<file path="src/core/tnr_defs.svh">
`ifndef TNR_DEFS_SVH
`define TNR_DEFS_SVH
// ==========================================
// register offsets on the node register port
`define TNR_A_CMD        3'h0
`define TNR_A_CFG        3'h1
`define TNR_A_SET1       3'h2
`define TNR_A_SET2       3'h3
`define TNR_A_NODE       3'h4
`define TNR_A_STAT       3'h5
`define TNR_A_NID        3'h6
`define TNR_A_TXDID      3'h7
// ==========================================
// host controller's own register offsets
`define TNR_H_MULT       3'h3
`define TNR_H_STAT       3'h5
`define TNR_H_NSTAT      3'h6
`define TNR_H_NNID       3'h7
// ==========================================
// field positions and codes
`define TNR_CFG_ET1      3
`define TNR_CFG_ET2      4
`define TNR_CFG_SRST     7
`define TNR_SET1_XTO     5
`define TNR_SET2_EF      2
`define TNR_CMD_RESTART  8'h18
`define TNR_OP_TXEN      3'h3
`define TNR_OP_RXEN      3'h4
`define TNR_EOT          8'h04
`define TNR_MULT_X2      2'h1
`define TNR_PRE_MAX      3'h4
`define TNR_DID_OFS      8'h01
`define TNR_NID_MIN      8'h01
`define TNR_NID_MAX      8'hff
`define TNR_BCAST_ID     8'h00
// ==========================================
// reset values
`define TNR_CFG_RST      8'h00
`define TNR_SET1_RST     8'h00
`define TNR_SET2_RST     8'h00
`define TNR_NODE_RST     8'h01
// ==========================================
// timing, figures at 5 Mbps
`define TNR_CLK_MHZ      100
`define TNR_T_UNIT_NS    200
`define TNR_T_RESP_NS    37400
`define TNR_T_IDLE_NS    41000
`define TNR_T_SLOT_NS    73000
`define TNR_T_LOCK_NS    8000
`define TNR_T_RECON_MS   420
`define TNR_T_HWAIT_MS   1
`define TNR_CYC_NS(t)    (((t) * `TNR_CLK_MHZ + 999) / 1000)
`define TNR_CYC_MS(t)    ((t) * `TNR_CLK_MHZ * 1000)
`define TNR_UNIT_CYC     `TNR_CYC_NS(`TNR_T_UNIT_NS)
`define TNR_RESP_CYC     `TNR_CYC_NS(`TNR_T_RESP_NS)
`define TNR_IDLE_CYC     `TNR_CYC_NS(`TNR_T_IDLE_NS)
`define TNR_SLOT_CYC     `TNR_CYC_NS(`TNR_T_SLOT_NS)
`define TNR_LOCK_CYC     `TNR_CYC_NS(`TNR_T_LOCK_NS)
`define TNR_RECON_CYC    `TNR_CYC_MS(`TNR_T_RECON_MS)
`define TNR_HWAIT_CYC    `TNR_CYC_MS(`TNR_T_HWAIT_MS)
`define TNR_BURST_MARKS  8
`define TNR_BURST_LEN    9
`define TNR_BURST_REPS   765
`define TNR_ITT_LEN      39
`endif

</file>
<file path="src/core/tnr_pkg.sv">
package tnr_pkg;
  typedef logic [7:0] tnr_byte_t;
  typedef logic [2:0] tnr_addr_t;
  typedef enum logic [2:0] {
    TNR_HALT  = 3'b000,
    TNR_BURST = 3'b001,
    TNR_LISTEN = 3'b010,
    TNR_SLOT  = 3'b011,
    TNR_SEND  = 3'b100,
    TNR_RESP  = 3'b101
  } tnr_node_st_t;
  typedef enum logic [1:0] {
    TNR_H_IDLE = 2'b00,
    TNR_H_SETW = 2'b01,
    TNR_H_WAIT = 2'b10,
    TNR_H_CMD  = 2'b11
  } tnr_host_st_t;
endpackage

</file>
<file path="src/core/tnr_if.sv">
`timescale 1ns/1ps
interface tnr_if;
  import tnr_pkg::*;
  logic      reg_wr;
  logic      reg_rd;
  tnr_addr_t reg_addr;
  tnr_byte_t reg_wdata;
  tnr_byte_t reg_rdata;
  modport node (
    input  reg_wr,
    input  reg_rd,
    input  reg_addr,
    input  reg_wdata,
    output reg_rdata
  );
  modport host (
    output reg_wr,
    output reg_rd,
    output reg_addr,
    output reg_wdata,
    input  reg_rdata
  );
endinterface

</file>
<file path="src/core/tnr_node.sv">
// Overview of operation
// - rates 156.25 Kbps to 5 Mbps supported
// - prescale 8..128, timeouts scale 1..32
// - multiplier field: 00 20 MHz, 01 40 MHz
// - multiplier write halts core, PLL locks 8us
// - host waits 1 ms, then restart 18H
// - host changes multiplier at most once
// - host sets high-rate flag above 5 Mbps
// - reconfigure on start, soft reset, 420 ms
// - burst: eight marks one space, 765 times
// - idle 41us starts 73us*(255-id) timer
// - timer expiry sends invitation to next id
// - silent 37.4us: next id, else release
// - invitations sweep ids 1 to 255
// - keep next id of node taking control
// - id zero is broadcast, never a node
// - destination taken from page offset 01h
// - receive command msb 0 drops broadcasts
// - timeouts from cfg bits 3,4, setup1 bit 5
// - response timeout 37.4us
// - idle timeout 41us
// - extension bits lengthen all three timeouts
// - all nodes share timeout settings
// - invitation: alert, 04h, destination twice
`timescale 1ns/1ps
`include "tnr_defs.svh"
module tnr_node #(
  parameter int TMR_W     = 40,
  parameter int RECON_CYC = `TNR_RECON_CYC
) (
  input  wire logic              sys_clk,
  input  wire logic              rst,
  tnr_if.node                    bus,
  input  wire logic              line_active,
  input  wire logic              itt_to_me,
  input  wire logic              rx_pkt_valid,
  input  wire tnr_pkg::tnr_byte_t rx_pkt_did,
  input  wire tnr_pkg::tnr_byte_t ram_rdata,
  output logic                   line_tx_mark,
  output logic [10:0]            ram_addr,
  output logic                   rx_accept
);
  import tnr_pkg::*;

  if (TMR_W < 36 || RECON_CYC < 1) begin : g_chk
    $error("tnr_node: timer too narrow or count zero");
  end

  // ==========================================
  // registers
  tnr_node_st_t st_q;
  tnr_node_st_t st_d;
  tnr_byte_t    cfg_q;
  tnr_byte_t    set1_q;
  tnr_byte_t    set2_q;
  tnr_byte_t    node_q;
  tnr_byte_t    nid_q;
  tnr_byte_t    tx_did_q;
  tnr_byte_t    rdata_q;
  logic         fetch_q;
  logic         rx_bcast_q;
  logic         rx_en_q;
  logic         locked_q;
  logic         mark_q;
  logic         accept_q;
  logic [10:0]  ram_addr_q;
  logic [5:0]   pos_q;
  logic [9:0]   rep_q;
  logic [11:0]  sub_q;

  // ==========================================
  // register port decode
  wire wr_cmd  = bus.reg_wr && bus.reg_addr == `TNR_A_CMD;
  wire wr_cfg  = bus.reg_wr && bus.reg_addr == `TNR_A_CFG;
  wire wr_set1 = bus.reg_wr && bus.reg_addr == `TNR_A_SET1;
  wire wr_set2 = bus.reg_wr && bus.reg_addr == `TNR_A_SET2;
  wire wr_node = bus.reg_wr && bus.reg_addr == `TNR_A_NODE;
  wire op_txen = wr_cmd && bus.reg_wdata[2:0] == `TNR_OP_TXEN;
  wire op_rxen = wr_cmd && bus.reg_wdata[2:0] == `TNR_OP_RXEN;
  // only a changed field wakes the PLL; rewriting the same code is harmless
  wire mult_wr = wr_set2 && bus.reg_wdata[1:0] != set2_q[1:0];
  wire restart = wr_cmd && bus.reg_wdata == `TNR_CMD_RESTART && st_q == TNR_HALT && locked_q;
  wire srst    = wr_cfg && bus.reg_wdata[`TNR_CFG_SRST];

  // ==========================================
  // rate and timeout scaling
  // reserved multiplier codes fall back to the bypass clock
  wire       mult_x2 = set2_q[1:0] == `TNR_MULT_X2;
  wire [2:0] pre     = (set1_q[2:0] > `TNR_PRE_MAX) ? `TNR_PRE_MAX : set1_q[2:0];
  wire [3:0] rate_sh = {1'b0, pre} + {3'h0, !mult_x2};
  wire [3:0] ext_sh  = {2'h0, cfg_q[`TNR_CFG_ET2], cfg_q[`TNR_CFG_ET1]};
  wire [3:0] to_sh   = rate_sh + ext_sh + {3'h0, set1_q[`TNR_SET1_XTO]};
  wire [11:0] unit_len = 12'(`TNR_UNIT_CYC) << rate_sh;
  wire [11:0] half_len = unit_len >> 1;

  // ==========================================
  // serializer
  wire tx_busy = st_q == TNR_BURST || st_q == TNR_SEND;
  wire tick    = tx_busy && sub_q == unit_len - 12'h1;
  wire [10:0] nid_fr = {nid_q, 3'b011};
  wire [`TNR_ITT_LEN-1:0] itt_vec = {nid_fr, nid_fr, `TNR_EOT, 3'b011, 6'h3f};
  wire burst_bit = pos_q < 6'(`TNR_BURST_MARKS);
  wire cur_bit   = (st_q == TNR_BURST) ? burst_bit : itt_vec[pos_q];
  wire burst_end = pos_q == 6'(`TNR_BURST_LEN - 1) && rep_q == 10'(`TNR_BURST_REPS - 1);
  wire itt_end   = pos_q == 6'(`TNR_ITT_LEN - 1);
  wire ser_last  = tick && ((st_q == TNR_BURST && burst_end) || (st_q == TNR_SEND && itt_end));

  // ==========================================
  // timers
  logic             idle_done;
  logic             wait_done;
  logic             recon_done;
  logic             wstart;
  logic [TMR_W-1:0] wbase;
  logic [3:0]       wsh;
  // held in reload through the burst, so the watchdog also runs after a reset start
  wire recon_start = itt_to_me || st_d == TNR_BURST;
  wire [TMR_W-1:0] slot_base = TMR_W'(TMR_W'(`TNR_SLOT_CYC) * TMR_W'(`TNR_NID_MAX - node_q));

  tnr_timer #(.W(TMR_W)) u_idle (
    .sys_clk (sys_clk),
    .rst     (rst),
    .start   (line_active || tx_busy),
    .base    (TMR_W'(`TNR_IDLE_CYC)),
    .shift   (to_sh),
    .done    (idle_done)
  );
  tnr_timer #(.W(TMR_W)) u_wait (
    .sys_clk (sys_clk),
    .rst     (rst),
    .start   (wstart),
    .base    (wbase),
    .shift   (wsh),
    .done    (wait_done)
  );
  tnr_timer #(.W(TMR_W)) u_recon (
    .sys_clk (sys_clk),
    .rst     (rst),
    .start   (recon_start),
    .base    (TMR_W'(RECON_CYC)),
    .shift   (to_sh),
    .done    (recon_done)
  );

  // ==========================================
  // sequencer
  always_comb begin
    st_d  = st_q;
    wstart = 1'b0;
    wbase = TMR_W'(`TNR_RESP_CYC);
    wsh   = to_sh;
    if (mult_wr) begin
      st_d   = TNR_HALT;
      wstart = 1'b1;
      wbase  = TMR_W'(`TNR_LOCK_CYC);
      wsh    = 4'h0;
    end else if (st_q == TNR_HALT) begin
      if (restart) begin
        st_d = TNR_BURST;
      end
    end else if (srst || recon_done) begin
      st_d = TNR_BURST;
    end else begin
      unique case (st_q)
        TNR_BURST: begin
          if (ser_last) begin
            st_d = TNR_LISTEN;
          end
        end
        TNR_LISTEN: begin
          if (itt_to_me) begin
            st_d = TNR_SEND;
          end else if (idle_done) begin
            st_d   = TNR_SLOT;
            wstart = 1'b1;
            wbase  = slot_base;
          end
        end
        TNR_SLOT: begin
          if (line_active) begin
            st_d = TNR_LISTEN;
          end else if (wait_done) begin
            st_d = TNR_SEND;
          end
        end
        TNR_SEND: begin
          if (ser_last) begin
            st_d   = TNR_RESP;
            wstart = 1'b1;
          end
        end
        TNR_RESP: begin
          if (line_active) begin
            st_d = TNR_LISTEN;
          end else if (wait_done) begin
            st_d = TNR_SEND;
          end
        end
        default: st_d = TNR_BURST;
      endcase
    end
  end

  // wrap skips the broadcast id so the sweep covers 1..255 only
  wire [7:0] nid_next = (nid_q == `TNR_NID_MAX) ? `TNR_NID_MIN : nid_q + 8'h1;
  wire       nid_inc  = st_q == TNR_RESP && st_d == TNR_SEND;
  wire       nid_self = st_q == TNR_BURST && st_d == TNR_LISTEN;
  wire       seq_rst  = st_d != st_q || !tx_busy;

  always_ff @(posedge sys_clk) begin
    if (rst) begin
      st_q  <= TNR_BURST;
      nid_q <= `TNR_NODE_RST;
      pos_q <= 6'h0;
      rep_q <= 10'h0;
      sub_q <= 12'h0;
      mark_q <= 1'b0;
    end else begin
      st_q <= st_d;
      // the node that answers keeps nid unchanged for direct passing
      if (nid_self) begin
        nid_q <= node_q;
      end else if (nid_inc) begin
        nid_q <= nid_next;
      end
      sub_q <= (seq_rst || tick) ? 12'h0 : sub_q + 12'h1;
      if (seq_rst) begin
        pos_q <= 6'h0;
        rep_q <= 10'h0;
      end else if (tick) begin
        pos_q <= (st_q == TNR_BURST && pos_q == 6'(`TNR_BURST_LEN - 1)) ? 6'h0 : pos_q + 6'h1;
        rep_q <= (st_q == TNR_BURST && pos_q == 6'(`TNR_BURST_LEN - 1)) ? rep_q + 10'h1 : rep_q;
      end
      // a mark is a pulse in the first half of its interval
      mark_q <= tx_busy && !seq_rst && cur_bit && sub_q < half_len;
    end
  end

  // ==========================================
  // register file
  wire acc_did = (rx_pkt_did == `TNR_BCAST_ID) ? rx_bcast_q : rx_pkt_did == node_q;
  tnr_byte_t rsel;
  always_comb begin
    unique case (bus.reg_addr)
      `TNR_A_CMD:   rsel = 8'h00;
      `TNR_A_CFG:   rsel = cfg_q;
      `TNR_A_SET1:  rsel = set1_q;
      `TNR_A_SET2:  rsel = set2_q;
      `TNR_A_NODE:  rsel = node_q;
      `TNR_A_STAT:  rsel = {3'h0, rx_en_q, locked_q, st_q};
      `TNR_A_NID:   rsel = nid_q;
      `TNR_A_TXDID: rsel = tx_did_q;
    endcase
  end

  always_ff @(posedge sys_clk) begin
    if (rst) begin
      cfg_q <= `TNR_CFG_RST;
      set1_q <= `TNR_SET1_RST;
      set2_q <= `TNR_SET2_RST;
      node_q <= `TNR_NODE_RST;
      locked_q <= 1'b1;
      fetch_q <= 1'b0;
      tx_did_q <= 8'h00;
      rx_en_q <= 1'b0;
      rx_bcast_q <= 1'b0;
      rdata_q <= 8'h00;
      accept_q <= 1'b0;
      ram_addr_q <= 11'h0;
    end else begin
      if (wr_cfg) begin
        cfg_q <= bus.reg_wdata & ~(8'h01 << `TNR_CFG_SRST);
      end
      if (wr_set1) begin
        set1_q <= bus.reg_wdata;
      end
      if (wr_set2) begin
        set2_q <= bus.reg_wdata;
      end
      // id zero stays reserved for broadcast, so such a write is dropped
      if (wr_node && bus.reg_wdata != `TNR_BCAST_ID) begin
        node_q <= bus.reg_wdata;
      end
      if (mult_wr) begin
        locked_q <= 1'b0;
      end else if (st_q == TNR_HALT && wait_done) begin
        locked_q <= 1'b1;
      end
      if (op_txen) begin
        ram_addr_q <= {bus.reg_wdata[5:3], `TNR_DID_OFS};
      end
      fetch_q <= op_txen;
      if (fetch_q) begin
        tx_did_q <= ram_rdata;
      end
      if (op_rxen) begin
        rx_en_q <= 1'b1;
        rx_bcast_q <= bus.reg_wdata[7];
      end
      accept_q <= rx_pkt_valid && rx_en_q && acc_did;
      if (bus.reg_rd) begin
        rdata_q <= rsel;
      end
    end
  end

  assign bus.reg_rdata = rdata_q;
  assign line_tx_mark  = mark_q;
  assign ram_addr      = ram_addr_q;
  assign rx_accept     = accept_q;
endmodule

</file>
<file path="src/core/tnr_timer.sv">
`timescale 1ns/1ps
module tnr_timer #(
  parameter int W = 40
) (
  input  wire logic         sys_clk,
  input  wire logic         rst,
  input  wire logic         start,
  input  wire logic [W-1:0] base,
  input  wire logic [3:0]   shift,
  output logic              done
);
  logic [W-1:0] cnt_q;
  logic         done_q;
  wire  [W-1:0] load = base << shift;

  if (W < 8) begin : g_chk
    $error("tnr_timer: width too small");
  end

  assign done = done_q;

  // restart wins over expiry, so a busy line keeps it from firing
  always_ff @(posedge sys_clk) begin
    if (rst) begin
      cnt_q  <= '0;
      done_q <= 1'b0;
    end else begin
      done_q <= !start && (cnt_q == W'(1));
      if (start) begin
        cnt_q <= load;
      end else if (cnt_q != '0) begin
        cnt_q <= cnt_q - W'(1);
      end
    end
  end
endmodule

</file>
<file path="src/flat_wrapper.sv">
// flat-port wrapper written by rule: the top's interface ports become plain ports
module tnr_node_flat import tnr_pkg::*;
#(
  parameter int TMR_W     = 40,
  parameter int RECON_CYC = `TNR_RECON_CYC
)
  (sys_clk, rst, line_active, itt_to_me, rx_pkt_valid, rx_pkt_did, ram_rdata, line_tx_mark, ram_addr, rx_accept, bus_reg_wr, bus_reg_rd, bus_reg_addr, bus_reg_wdata, bus_reg_rdata);
  tnr_if bus_i ();
  input  wire logic sys_clk;
  input  wire logic rst;
  input  wire logic line_active;
  input  wire logic itt_to_me;
  input  wire logic rx_pkt_valid;
  input  wire tnr_pkg::tnr_byte_t rx_pkt_did;
  input  wire tnr_pkg::tnr_byte_t ram_rdata;
  output logic line_tx_mark;
  output logic [10:0] ram_addr;
  output logic rx_accept;
  input wire logic [$bits(bus_i.reg_wr)-1:0] bus_reg_wr;
  input wire logic [$bits(bus_i.reg_rd)-1:0] bus_reg_rd;
  input wire logic [$bits(bus_i.reg_addr)-1:0] bus_reg_addr;
  input wire logic [$bits(bus_i.reg_wdata)-1:0] bus_reg_wdata;
  output wire logic [$bits(bus_i.reg_rdata)-1:0] bus_reg_rdata;
  assign bus_i.reg_wr = bus_reg_wr;
  assign bus_i.reg_rd = bus_reg_rd;
  assign bus_i.reg_addr = bus_reg_addr;
  assign bus_i.reg_wdata = bus_reg_wdata;
  assign bus_reg_rdata = bus_i.reg_rdata;
  tnr_node #(.TMR_W(TMR_W), .RECON_CYC(RECON_CYC)) u_core (.sys_clk(sys_clk), .rst(rst), .bus(bus_i), .line_active(line_active), .itt_to_me(itt_to_me), .rx_pkt_valid(rx_pkt_valid), .rx_pkt_did(rx_pkt_did), .ram_rdata(ram_rdata), .line_tx_mark(line_tx_mark), .ram_addr(ram_addr), .rx_accept(rx_accept));
endmodule
</file>
<file path="config.mk">
export PLATFORM = sky130hd
export DESIGN_NAME = tnr_node_flat
export DESIGN_NICKNAME = d
export VERILOG_FILES = /design/src/core/tnr_pkg.sv /design/src/core/tnr_if.sv /design/src/core/tnr_node.sv /design/src/core/tnr_timer.sv /design/src/flat_wrapper.sv
export VERILOG_INCLUDE_DIRS = /design/src /design/src/core
export SDC_FILE = /design/constraint.sdc
export NUM_CORES = 1
export LEC_CHECK = 0
export ABC_AREA = 1
export ABC_CLOCK_PERIOD_IN_PS = 4700
export BUFFER_PORTS_ARGS = -buffer_cell sky130_fd_sc_hd__clkbuf_2
export CORE_MARGIN = 8
export CORE_UTILIZATION = 40
export CTS_BUF_LIST = sky130_fd_sc_hd__clkbuf_16
export DETAILED_ROUTE_END_ITERATION = 8
export PLACE_DENSITY = 0.57
export SKIP_LAST_GASP = 1
export SLEW_MARGIN = 20
export SYNTH_ARGS = -nofsm -noshare
export SYNTH_HDL_FRONTEND = slang
export SYNTH_SLANG_ARGS = --single-unit
</file>
<file path="constraint.sdc">
create_clock -name sys_clk -period 4.7 [get_ports sys_clk]
set_clock_uncertainty 0.2 [all_clocks]
set_input_delay 0.705 -clock sys_clk [delete_from_list [all_inputs] [get_ports sys_clk]]
set_output_delay 0.705 -clock sys_clk [all_outputs]
set_load 0.005 [all_outputs]
</file>
Yosys cells after proc, flatten, opt, wreduce, memory -nomap -nowiden
Cells that the tools add are included.

operators by class
  add/sub/neg operators = 12
  multipliers = 1
  $lt $le $gt $ge = 4
  equal/unequal tests = 30
  shift operators = 4
  mux-type cells = 43
  reduce and logical (&&, ||, !) cells = 59

operators by type and width
  cell                                                                     count
  40-bit 2-to-1 mux                                                        12
  40-bit by 1-bit equality test with 1-bit output (second input constant)  3
  40-bit nonzero test                                                      3
  40-bit by 1-bit subtractor with 40-bit output (second input constant)    3
  8-bit one-hot mux with 8 select lines                                    1
  11-bit by 40-bit multiplier with 38-bit output (first input constant)    1
  13-bit by 4-bit << shifter with 40-bit output (first input constant)     1
  26-bit by 4-bit << shifter with 40-bit output (first input constant)     1
  40-bit by 4-bit << shifter with 40-bit output                            1
  3-bit 2-to-1 mux                                                         11
  1-bit logical AND                                                        30
  3-bit equality test (second input constant)                              8
  8-bit 2-to-1 mux                                                         3
  3-bit by 2-bit equality test with 1-bit output (second input constant)   6
  12-bit by 1-bit adder with 12-bit output (second input constant)         1
  12-bit equality test                                                     1
  12-bit by 11-bit < comparator with 1-bit output                          1
  3-bit one-hot mux with 4 select lines                                    1
  5-bit by 4-bit << shifter with 12-bit output (first input constant)      1
  12-bit by 1-bit subtractor with 12-bit output (second input constant)    1
  1-bit 2-to-1 mux                                                         11
  10-bit by 1-bit adder with 10-bit output (second input constant)         1
  10-bit equality test (second input constant)                             1
  2-bit nonzero test                                                       5
  29 further kinds                                                         45

storage, ports and cells
  register bits = 219
  output and inout bits = 21

Depth between registers and ports, before layout
Gate-level depths: netlist of run 1.

  word-level depth = 19
  depth in mapped cells = 29

Hierarchy
Synthesis of run 1 repeated with hierarchy kept, for this count alone.

unflattened totals
  cell total of the unflattened synthesis = 3613
  area, all modules = 21065.2 sq um

modules (own cells, without submodules)
  module                          instances  cells an instance  area each (sq um)  seq. area each (sq um)
  tnr_timer at u_core.u_idle ...  2          879                4647.0             820.8
  tnr_node                        1          969                7041.8             1921.8
  tnr_timer at u_core.u_wait      1          886                4729.5             820.8

Least setup slack after synthesis of run 1
Ideal clock, no wire load.

  path type = register to register
  start = register u_core.node_q[2]
  end = register u_core.u_wait.cnt_q[26]
  library setup time = 0.117 ns
  arrival time = 3.921 ns
  data required time = 4.383 ns
  slack = 0.462 ns
  stages on the path, launching flop included = 22
  path buffers = 0
  cells stage by stage = dfxtp_1 > inv_1 > fa_1 > fa_1 > ha_1 > ha_1 > ha_1 > ha_1 > nand2_1 > nor2_1 > nand2_1 > nand2_1 > a21oi_1 > or2_2 > nand3_1 > nand2_1 > nand2_1 > nand2_1 > nand3_1 > nor2_1 > nor3_1 > nor2_1

on the way
  cells in the longest elaborated chain, start to end = 10

ends and longest elaborated chain
  element                                                line             text
  start, declared                                        tnr_node.sv:56   tnr_byte_t node_q;
  start signal, assigned                                 tnr_node.sv:261  node_q <= `TNR_NODE_RST;
  start signal, assigned                                 tnr_node.sv:282  node_q <= bus.reg_wdata;
  8-bit by 8-bit subtractor with 9-bit output (no line)  -
  11-bit by 40-bit multiplier with 38-bit output         tnr_node.sv:118  wire [TMR_W-1:0] slot_base = TMR_W'(TMR_W'(`TNR_SLOT_CYC) * TMR_W'(`TNR_NID_MAX - node_q));
  40-bit 2-to-1 mux                                      tnr_node.sv:173  end else if (idle_done) begin
  40-bit 2-to-1 mux                                      tnr_node.sv:171  if (itt_to_me) begin
  40-bit 2-to-1 mux                                      tnr_node.sv:164  unique case (st_q)
  40-bit 2-to-1 mux                                      tnr_node.sv:161  end else if (srst || recon_done) begin
  40-bit 2-to-1 mux                                      tnr_node.sv:157  end else if (st_q == TNR_HALT) begin
  40-bit 2-to-1 mux                                      tnr_node.sv:152  if (mult_wr) begin
  40-bit by 4-bit << shifter with 40-bit output          tnr_timer.sv:14  wire [W-1:0] load = base << shift;
  40-bit 2-to-1 mux                                      tnr_timer.sv:29  if (start) begin
  end signal, assigned                                   tnr_timer.sv:30  cnt_q <= load;
  end signal, assigned                                   tnr_timer.sv:32  cnt_q <= cnt_q - W'(1);
  end, declared                                          tnr_timer.sv:12  logic [W-1:0] cnt_q;

Every way passes these cells.
A chain may end at the register's enable or synchronous reset.

Worst setup path after layout of run 1
  start = register u_core.node_q[4]
  end = register u_core.u_wait.cnt_q[29]

The elaborated chain is that of the path after synthesis.

==> results of run 1 <==
cells by family after synthesis:
family          after synthesis  share of synthesized area, %
buf+inv                     383                         9.526
xor+xnor                    110                         6.032
flops                       219                         27.45
other cells                   1                       0.02348
fa+ha+maj                    96                         8.085
simple gates               1290                         35.44
compound gates              386                         13.44
area by class of cell:
| class | count | area, um^2 | area share [%] |
|---|---|---|---|
| well taps | 525 | 656.9 | 3.692 |
| multi-input cells | 1889 | 10170 | 57.18 |
| inverters | 303 | 1141 | 6.413 |
| clock inverters | 25 | 157.7 | 0.8860 |
| repair buffers | 87 | 548.0 | 3.080 |
| flip-flops and latches | 219 | 4390 | 24.67 |
| clock buffers | 29 | 725.7 | 4.078 |
cell usage in the layout, fill, tap and decap left out, types with 6 or more instances in the layout:
cell type / instances
clkinv_1: 9
o21ai_0: 154
nor2_2: 6
fa_1: 12
buf_4: 39
nand3_2: 10
a21oi_1: 150
clkbuf_2: 47
nand2_1: 487
o2111ai_1: 8
xnor2_1: 37
dfxtp_1: 216
a22oi_1: 8
a31oi_1: 6
clkbuf_16: 29
nand3_1: 209
nor4_1: 34
nor2_1: 381
inv_1: 294
xor2_1: 73
clkinvlp_4: 7
nand4_1: 55
nand2_2: 9
or2_2: 12
o211ai_1: 16
inv_2: 11
nor3_1: 59
o21ai_1: 7
conb_1: 7
ha_1: 79
cell usage after synthesis (all sizes together) (13+ instances only):
cell and count:
a21oi 151, buf 33, clkbuf 47, dfxtp 219, ha 84, inv 299, nand2 498, nand3 220
nand4 57, nor2 391, nor3 62, nor4 36, o211ai 17, o21ai 161, or2 13, xnor2 37
xor2 73
sequential cells by signal, indices dropped and copies added, names as in the netlist, 3 cells and up:
name                  count
u_core.bus.reg_rdata      8
u_core.cfg_q              7
u_core.nid_q              8
u_core.node_q             8
u_core.pos_q              6
u_core.ram_addr           4
u_core.rep_q             10
u_core.set1_q             8
u_core.set2_q             8
u_core.st_q               3
u_core.sub_q             12
u_core.tx_did_q           8
u_core.u_idle.cnt_q      40
u_core.u_recon.cnt_q     40
u_core.u_wait.cnt_q      40
worst max path at each step:
stage,from,to
2_1_floorplan,u_core.node_q[2],u_core.u_wait.cnt_q[26]
5_1_grt,u_core.node_q[2],u_core.u_wait.cnt_q[28]
3_5_place_dp,u_core.node_q[4],u_core.u_wait.cnt_q[33]
3_3_place_gp,u_core.node_q[2],u_core.u_wait.cnt_q[29]
6_report,u_core.node_q[4],u_core.u_wait.cnt_q[29]
4_1_cts,u_core.node_q[4],u_core.u_wait.cnt_q[33]
per-stage QoR:
stage / utilization (%) / std cells / power (mW) / hold slack (ns)
finish: 44.99 / 3077 / 7.269 / 0.1571
global route: 44.99 / 3077 / 7.779 / 0.1605
global placement: 42.49 / 3021 / 5.083 / 0.2317
floorplan: - / 2491 / 4.401 / 0.2175
detailed placement: 42.49 / 3021 / 5.106 / 0.2431
CTS: 44.73 / 3075 / 7.233 / 0.1217
timing repair:
| action | in CTS | in global routing |
|---|---|---|
| buffers inserted | 0 | 2 |
| resized for setup | 0 | 24 |
| setup endpoints to repair | 0 | 22 |
layer usage:
| layer | part of all wire (%) | up-vias | track usage (%) |
|---|---|---|---|
| li1 | - | 8266 | - |
| met1 | 48 | 7628 | 28.65 |
| met2 | 44 | 490 | 33.63 |
| met3 | 5.8 | 63 | 3.259 |
| met4 | 2.3 | 0 | 5.197 |
| met5 | 0 | - | 0 |
worst reg2reg max path, stage by stage (launching register included):
cell and delay (ns):
dfxtp_2 0.36, inv_1 0.09, buf_4 0.17, fa_1 0.48, ha_1 0.30, ha_1 0.29, ha_1 0.30, ha_1 0.33
ha_4 0.30, nand2_1 0.07, nor2_1 0.11, nand2_1 0.08, nand2_2 0.12, a21oi_1 0.08, or2_2 0.28, nand3_1 0.11
nand2_1 0.08, nand2_1 0.07, nand2_1 0.06, nand2_2 0.08, nand2_1 0.06, nand3_1 0.08, nand3_1 0.09, nand2_1 0.06
nor2_1 0.04
power breakdown:
part	switching [mW]	internal (mW)	leakage [nW]
combinational	1.87	1.03	6.08
sequential	0.223	2.07	1.78
clock	0.910	1.17	0.442
total	3.00	4.27	8.30
==> out/qor.txt, run 1 <==
reg2reg end -> u_core.u_wait.cnt_q[29]
final setup violation count -> 0
Yosys reg bits -> 219
core footprint -> 39550 um^2
Setup crit end kind -> flip-flop
Fin Setup TNS -> 0 ns
die width -> 215.8 um
Initial DRC Count -> 1456
H-tree depth -> 1
hold path depth -> 3
critical path's most frequent cell -> nand2_1
fraction of registers with async set/reset -> 0%
synth warn -> 0
Cells after Synth -> 2485
Hold Path Class -> in -> reg
Die ar. -> 46580 um^2
number of diodes -> 0
Area Growth Syn to Fin -> 11.41%
largest net degree at the start of global routing -> 62
worst relative slew slack -> 23.58%
maximum clock frequency -> 0.2255 GHz
clk_lat worst skew -> 0.58 ns
crit path DAT -> 4.67 ns
DR WL/cell -> 16.37 um
hold_sp -> rx_pkt_valid
LEAKAGE -> 8.300 nW
DR vias/cell -> 5.345
fillcell total -> 4187
Primary FF master, synth -> dfxtp_1
Die Y -> 215.8 um
Initial Utilization -> 40.38%
post-synthesis cell type count -> 61
Inserted Clock Buffers -> 29
WP data required -> 4.94 ns
Pwr Density -> 408.5 nW/um^2
IO Count -> 55
slowest stage delay, CP -> 0.48 ns
Worst Hold Path EP -> u_core.rx_accept
Clock Sinks -> 219
RSZ-0062 raised after global routing -> no
CTS Hold Bufs -> 0
Max FO, Critical Path -> 4
GRT overflow -> 0
Syn Area/Cell -> 6.427 um^2
Design Area, Final -> 17790 um^2
Mapped Area -> 15970 um^2
DRC Markers -> 0
Bufs on Longest Clock Path -> 3
cells along the critical path -> inv_1 -> buf_4 -> fa_1 -> ha_1 -> ha_1 -> ha_1 -> ha_1 -> ha_4 -> nand2_1 -> nor2_1 -> nand2_1 -> nand2_2 -> a21oi_1 -> or2_2 -> nand3_1 -> nand2_1 -> nand2_1 -> nand2_1 -> nand2_2 -> nand2_1 -> nand3_1 -> nand3_1 -> nand2_1 -> nor2_1
first-pass GRT wire length -> 81290 um
register area share after synthesis -> 27.45%
Slew Limit Fails -> 0
GPL Wtd Cong -> 0.9012
top post-synthesis cells by area -> dfxtp_1, nand2_1, nor2_1
CP Launch Type -> flip-flop
vias -> 16447
worst path bufs/invs -> 2
slowest CP cell -> fa_1
share of cells above drive strength 1 -> 7.994%
Crit Path Class -> reg -> reg
# rows -> 73
RR Startpoint -> u_core.node_q[4]
1st-pass router iterations -> 5
IO buf count -> 47
Root Buffer -> clkbuf_16
worst slew pin tran -> 1.137 ns
maximum VDD drop -> 267.4 uV
dpl ws -> 0.09104 ns
area share of the leading cell type in the synthesized netlist -> 27.45%
Worst Slack Setup Final -> 0.2654 ns
status -> completed
Final period util -> 94.35%
internal reg-to-reg setup slack -> 0.27 ns
maxcap violations -> 0
antenna-violating nets left -> 0
vias in the first global route -> 15496
Top delay family on crit path -> adder cells
CP Depth -> 24
cell type with the highest aggregate area in the netlist -> dfxtp_1
placed cell area -> 16810 um^2
NumNets Final -> 2659
Post-synth EDFFs -> 0
total track usage -> 20.83%
final hold vios -> 0
R2R cell count -> 24
initial antenna violation count -> 0
total length of routed wires -> 50370 um
CTS clk-pin slew, worst paths -> 0.06 ns
hpwl dp -> 38050 um
TritonCTS clock tree -> done
Tmin final -> 4.435 ns
Power figures use the tool's default switching activity.
==> inputs of run 2 (changes only) <==
Settings changed: CORE_ASPECT_RATIO set to 0.8.
==> run 2 against run 1 <==
Compared with the run above: cell count increased by 0.23%; maximum frequency decreased by 0.60%; global-route usage increased by 0.94 points; clock power decreased by 4%; critical path type unchanged; largest power group unchanged; non-clock buffer count increased by 4; combinational power about the same; setup slack got worse by 0.027 ns.
==> out/qor.txt, run 2 (synthesized netlist as in run 1, its figures left out) <==
status -> completed
# rows -> 65 (-11%)
Comb power frac -> 40.1% (+0.3 points)
Initial DRC Count -> 1692 (+16%)
critical path's most frequent cell -> nand2_1
commonest non-fill, non-tap cell in the layout -> nand2_1
initial antenna violation count -> 0 (unchanged)
hpwl dp -> 39940 um (+5.0%)
final setup violation count -> 0 (unchanged)
TritonCTS clock tree -> done
Fin Setup TNS -> 0 ns (unchanged)
Area Growth Syn to Fin -> 10.78%
DRC Markers -> 0 (unchanged)
Root Buffer -> clkbuf_16
Worst Slack Setup Final -> 0.2387 ns (-0.02671 ns)
fin cells -> 3084 (+0.23%)
worst relative slew slack -> 42.11% (+19 points)
worst slew pin tran -> 0.8617 ns (-0.2752 ns)
Tmin final -> 4.461 ns (+0.02671 ns)
Inserted Clock Buffers -> 26 (-10%)
NumNets Final -> 2660 (+0.038%)
area of the multi-input gates -> 10110 um^2 (-0.64%)
Inst Count DP -> 3038 (+0.56%)
worst hold slack -> 0.1778 ns (+0.02068 ns)
CP Launch Type -> flip-flop
final hold vios -> 0 (unchanged)
LEAKAGE -> 8.300 nW (about the same)
1st-pass router iterations -> 6 (+1)
post-CTS setup buffer count -> 0 (unchanged)
Setup crit end kind -> flip-flop
Design Area, Final -> 17690 um^2 (-0.56%)
Top Metal Used -> met4
fillcell total -> 4259 (+1.7%)
Psw -> 2.950 mW (-1.7%)
Pwr Density -> 404.8 nW/um^2 (-0.89%)
largest registers -> u_core.u_idle.cnt_q: 40 flops, u_core.u_recon.cnt_q: 40 flops, u_core.u_wait.cnt_q: 40 flops
vias -> 16512 (+0.40%)
CTS clk-pin slew, worst paths -> 0.06 ns (about the same)
cells along the critical path -> inv_2 -> fa_1 -> fa_1 -> ha_1 -> ha_1 -> ha_1 -> ha_4 -> nand2_1 -> nor2_1 -> nand2_1 -> nand2_2 -> a21oi_1 -> or2_2 -> nand3_1 -> nand2_1 -> nand2_1 -> nand2_1 -> nand2_1 -> nand2_1 -> nand3_1 -> nand3_1 -> nand2_1 -> nor2_1
crit path DAT -> 4.67 ns (about the same)
Total Power -> 7.163 mW (-1.5%)
GPL Wtd Cong -> 0.9629 (+6.8%)
Die Y -> 194.7 um (-9.8%)
Int Power -> 4.213 mW (-1.2%)
final core occ -> 44.86% (-0.13 points)
WP data required -> 4.91 ns (-0.03 ns)
hold path depth -> 3 (unchanged)
share of cells above drive strength 1 -> 7.418% (-0.58 points)
GRT overflow -> 0 (unchanged)
number of diodes -> 0 (unchanged)
slowest CP cell -> fa_1
slowest stage delay, CP -> 0.56 ns (+0.08 ns)
DR WL/cell -> 16.92 um (+3.4%)
total length of routed wires -> 52190 um (+3.6%)
maximum VDD drop -> 239.5 uV (-10%)
maxcap violations -> 0 (unchanged)
vias in the first global route -> 15320 (-1.1%)
RSZ-0062 raised after global routing -> yes
die width -> 239.4 um (+11%)
Bufs on Longest Clock Path -> 3 (unchanged)
clock share of power -> 27.9% (-0.8 points)
register area -> 4388 um^2 (about the same)
DR vias/cell -> 5.354 (+0.17%)
Die ar. -> 46620 um^2 (about the same)
placed cell area -> 16860 um^2 (+0.31%)
CTS Hold Bufs -> 0 (unchanged)
maximum clock frequency -> 0.2241 GHz (-0.60%)
H-tree depth -> 1 (unchanged)
R2R cell count -> 23 (-4.2%)
Crit Path Class -> reg -> reg
antenna-violating nets left -> 0 (unchanged)
wire length on met3 -> 3346 um (+15%)
Sw Ratio -> 41.18% (-0.12 points)
Max FO, Critical Path -> 4 (unchanged)
core footprint -> 39440 um^2 (-0.27%)
DRT met1 WL -> 25380 um (+6.1%)
dpl ws -> 0.1134 ns (+0.02237 ns)
IO Count -> 55 (unchanged)
clk_lat worst skew -> 0.56 ns (-0.02 ns)
commonest cells after routing, fill and taps aside -> nand2_1, nor2_1, inv_1, dfxtp_1, nand3_1
total track usage -> 21.76% (+0.94 points)
largest net degree at the start of global routing -> 63 (+1.6%)
Initial Utilization -> 40.49% (+0.11 points)
Clock Sinks -> 219 (unchanged)
sequential share of power -> 32.0% (+0.5 points)
Final period util -> 94.92% (+0.57 points)
first-pass GRT wire length -> 83460 um (+2.7%)
Slew Limit Fails -> 0 (unchanged)
IO buf count -> 47 (unchanged)
met2 wire length -> 21890 um (-2.2%)
Hold Path Class -> in -> reg
==> run 2: layout make-up <==
class / count / share of cell area (%)
Tap cell: 536 / 3.790
Clock buffer: 27 / 3.819
Timing Repair Buffer: 91 / 3.267
Sequential cell: 219 / 24.80
Multi-Input combinational cell: 1889 / 57.13
Inverter: 303 / 6.428
Clock inverter: 19 / 0.7637
==> run 2: path summary, 6_finish.rpt <==
check                           slack [ns]             start                      end
worst max-delay path                  0.24  u_core.node_q[2]  u_core.u_wait.cnt_q[29]
worst min-delay path                  0.18      ram_rdata[5]       u_core.tx_did_q[5]
worst max register to register        0.24  u_core.node_q[2]  u_core.u_wait.cnt_q[29]
worst min register to register        0.24   u_core.sub_q[0]          u_core.sub_q[0]
==> run 2: layer usage <==
| metal | up-vias | GRT usage, % |
|---|---|---|
| li1 | 8262 | - |
| met1 | 7643 | 31.52 |
| met2 | 533 | 32.94 |
| met3 | 74 | 3.238 |
| met4 | 0 | 6.186 |
| met5 | - | 0 |
==> run 2: power by group through the flow <==
stage	logic [mW]	clock network [mW]	registers, mW
finish	2.87	2.00	2.29
global route	3.26	2.12	2.32
CTS	2.83	2.06	2.28
detailed placement	2.81	0	2.32
global placement	2.81	0	2.32
floorplan	2.14	0	2.26
==> run 2: what timing repair did <==
item,4_1_cts,5_1_grt
hold endpoints to repair,0,0
gates resized for setup,0,13
setup endpoints to repair,0,20
==> run 2: critical path, delay by kind of cell (launching register included) <==
kind                       cells  cell delay, ns
buffers and inverters          1            0.08
adders and majority gates      6            2.20
AOI/OAI and AO/OA              1            0.08
and+or+nand+nor               15            1.40
DFF                            1            0.35
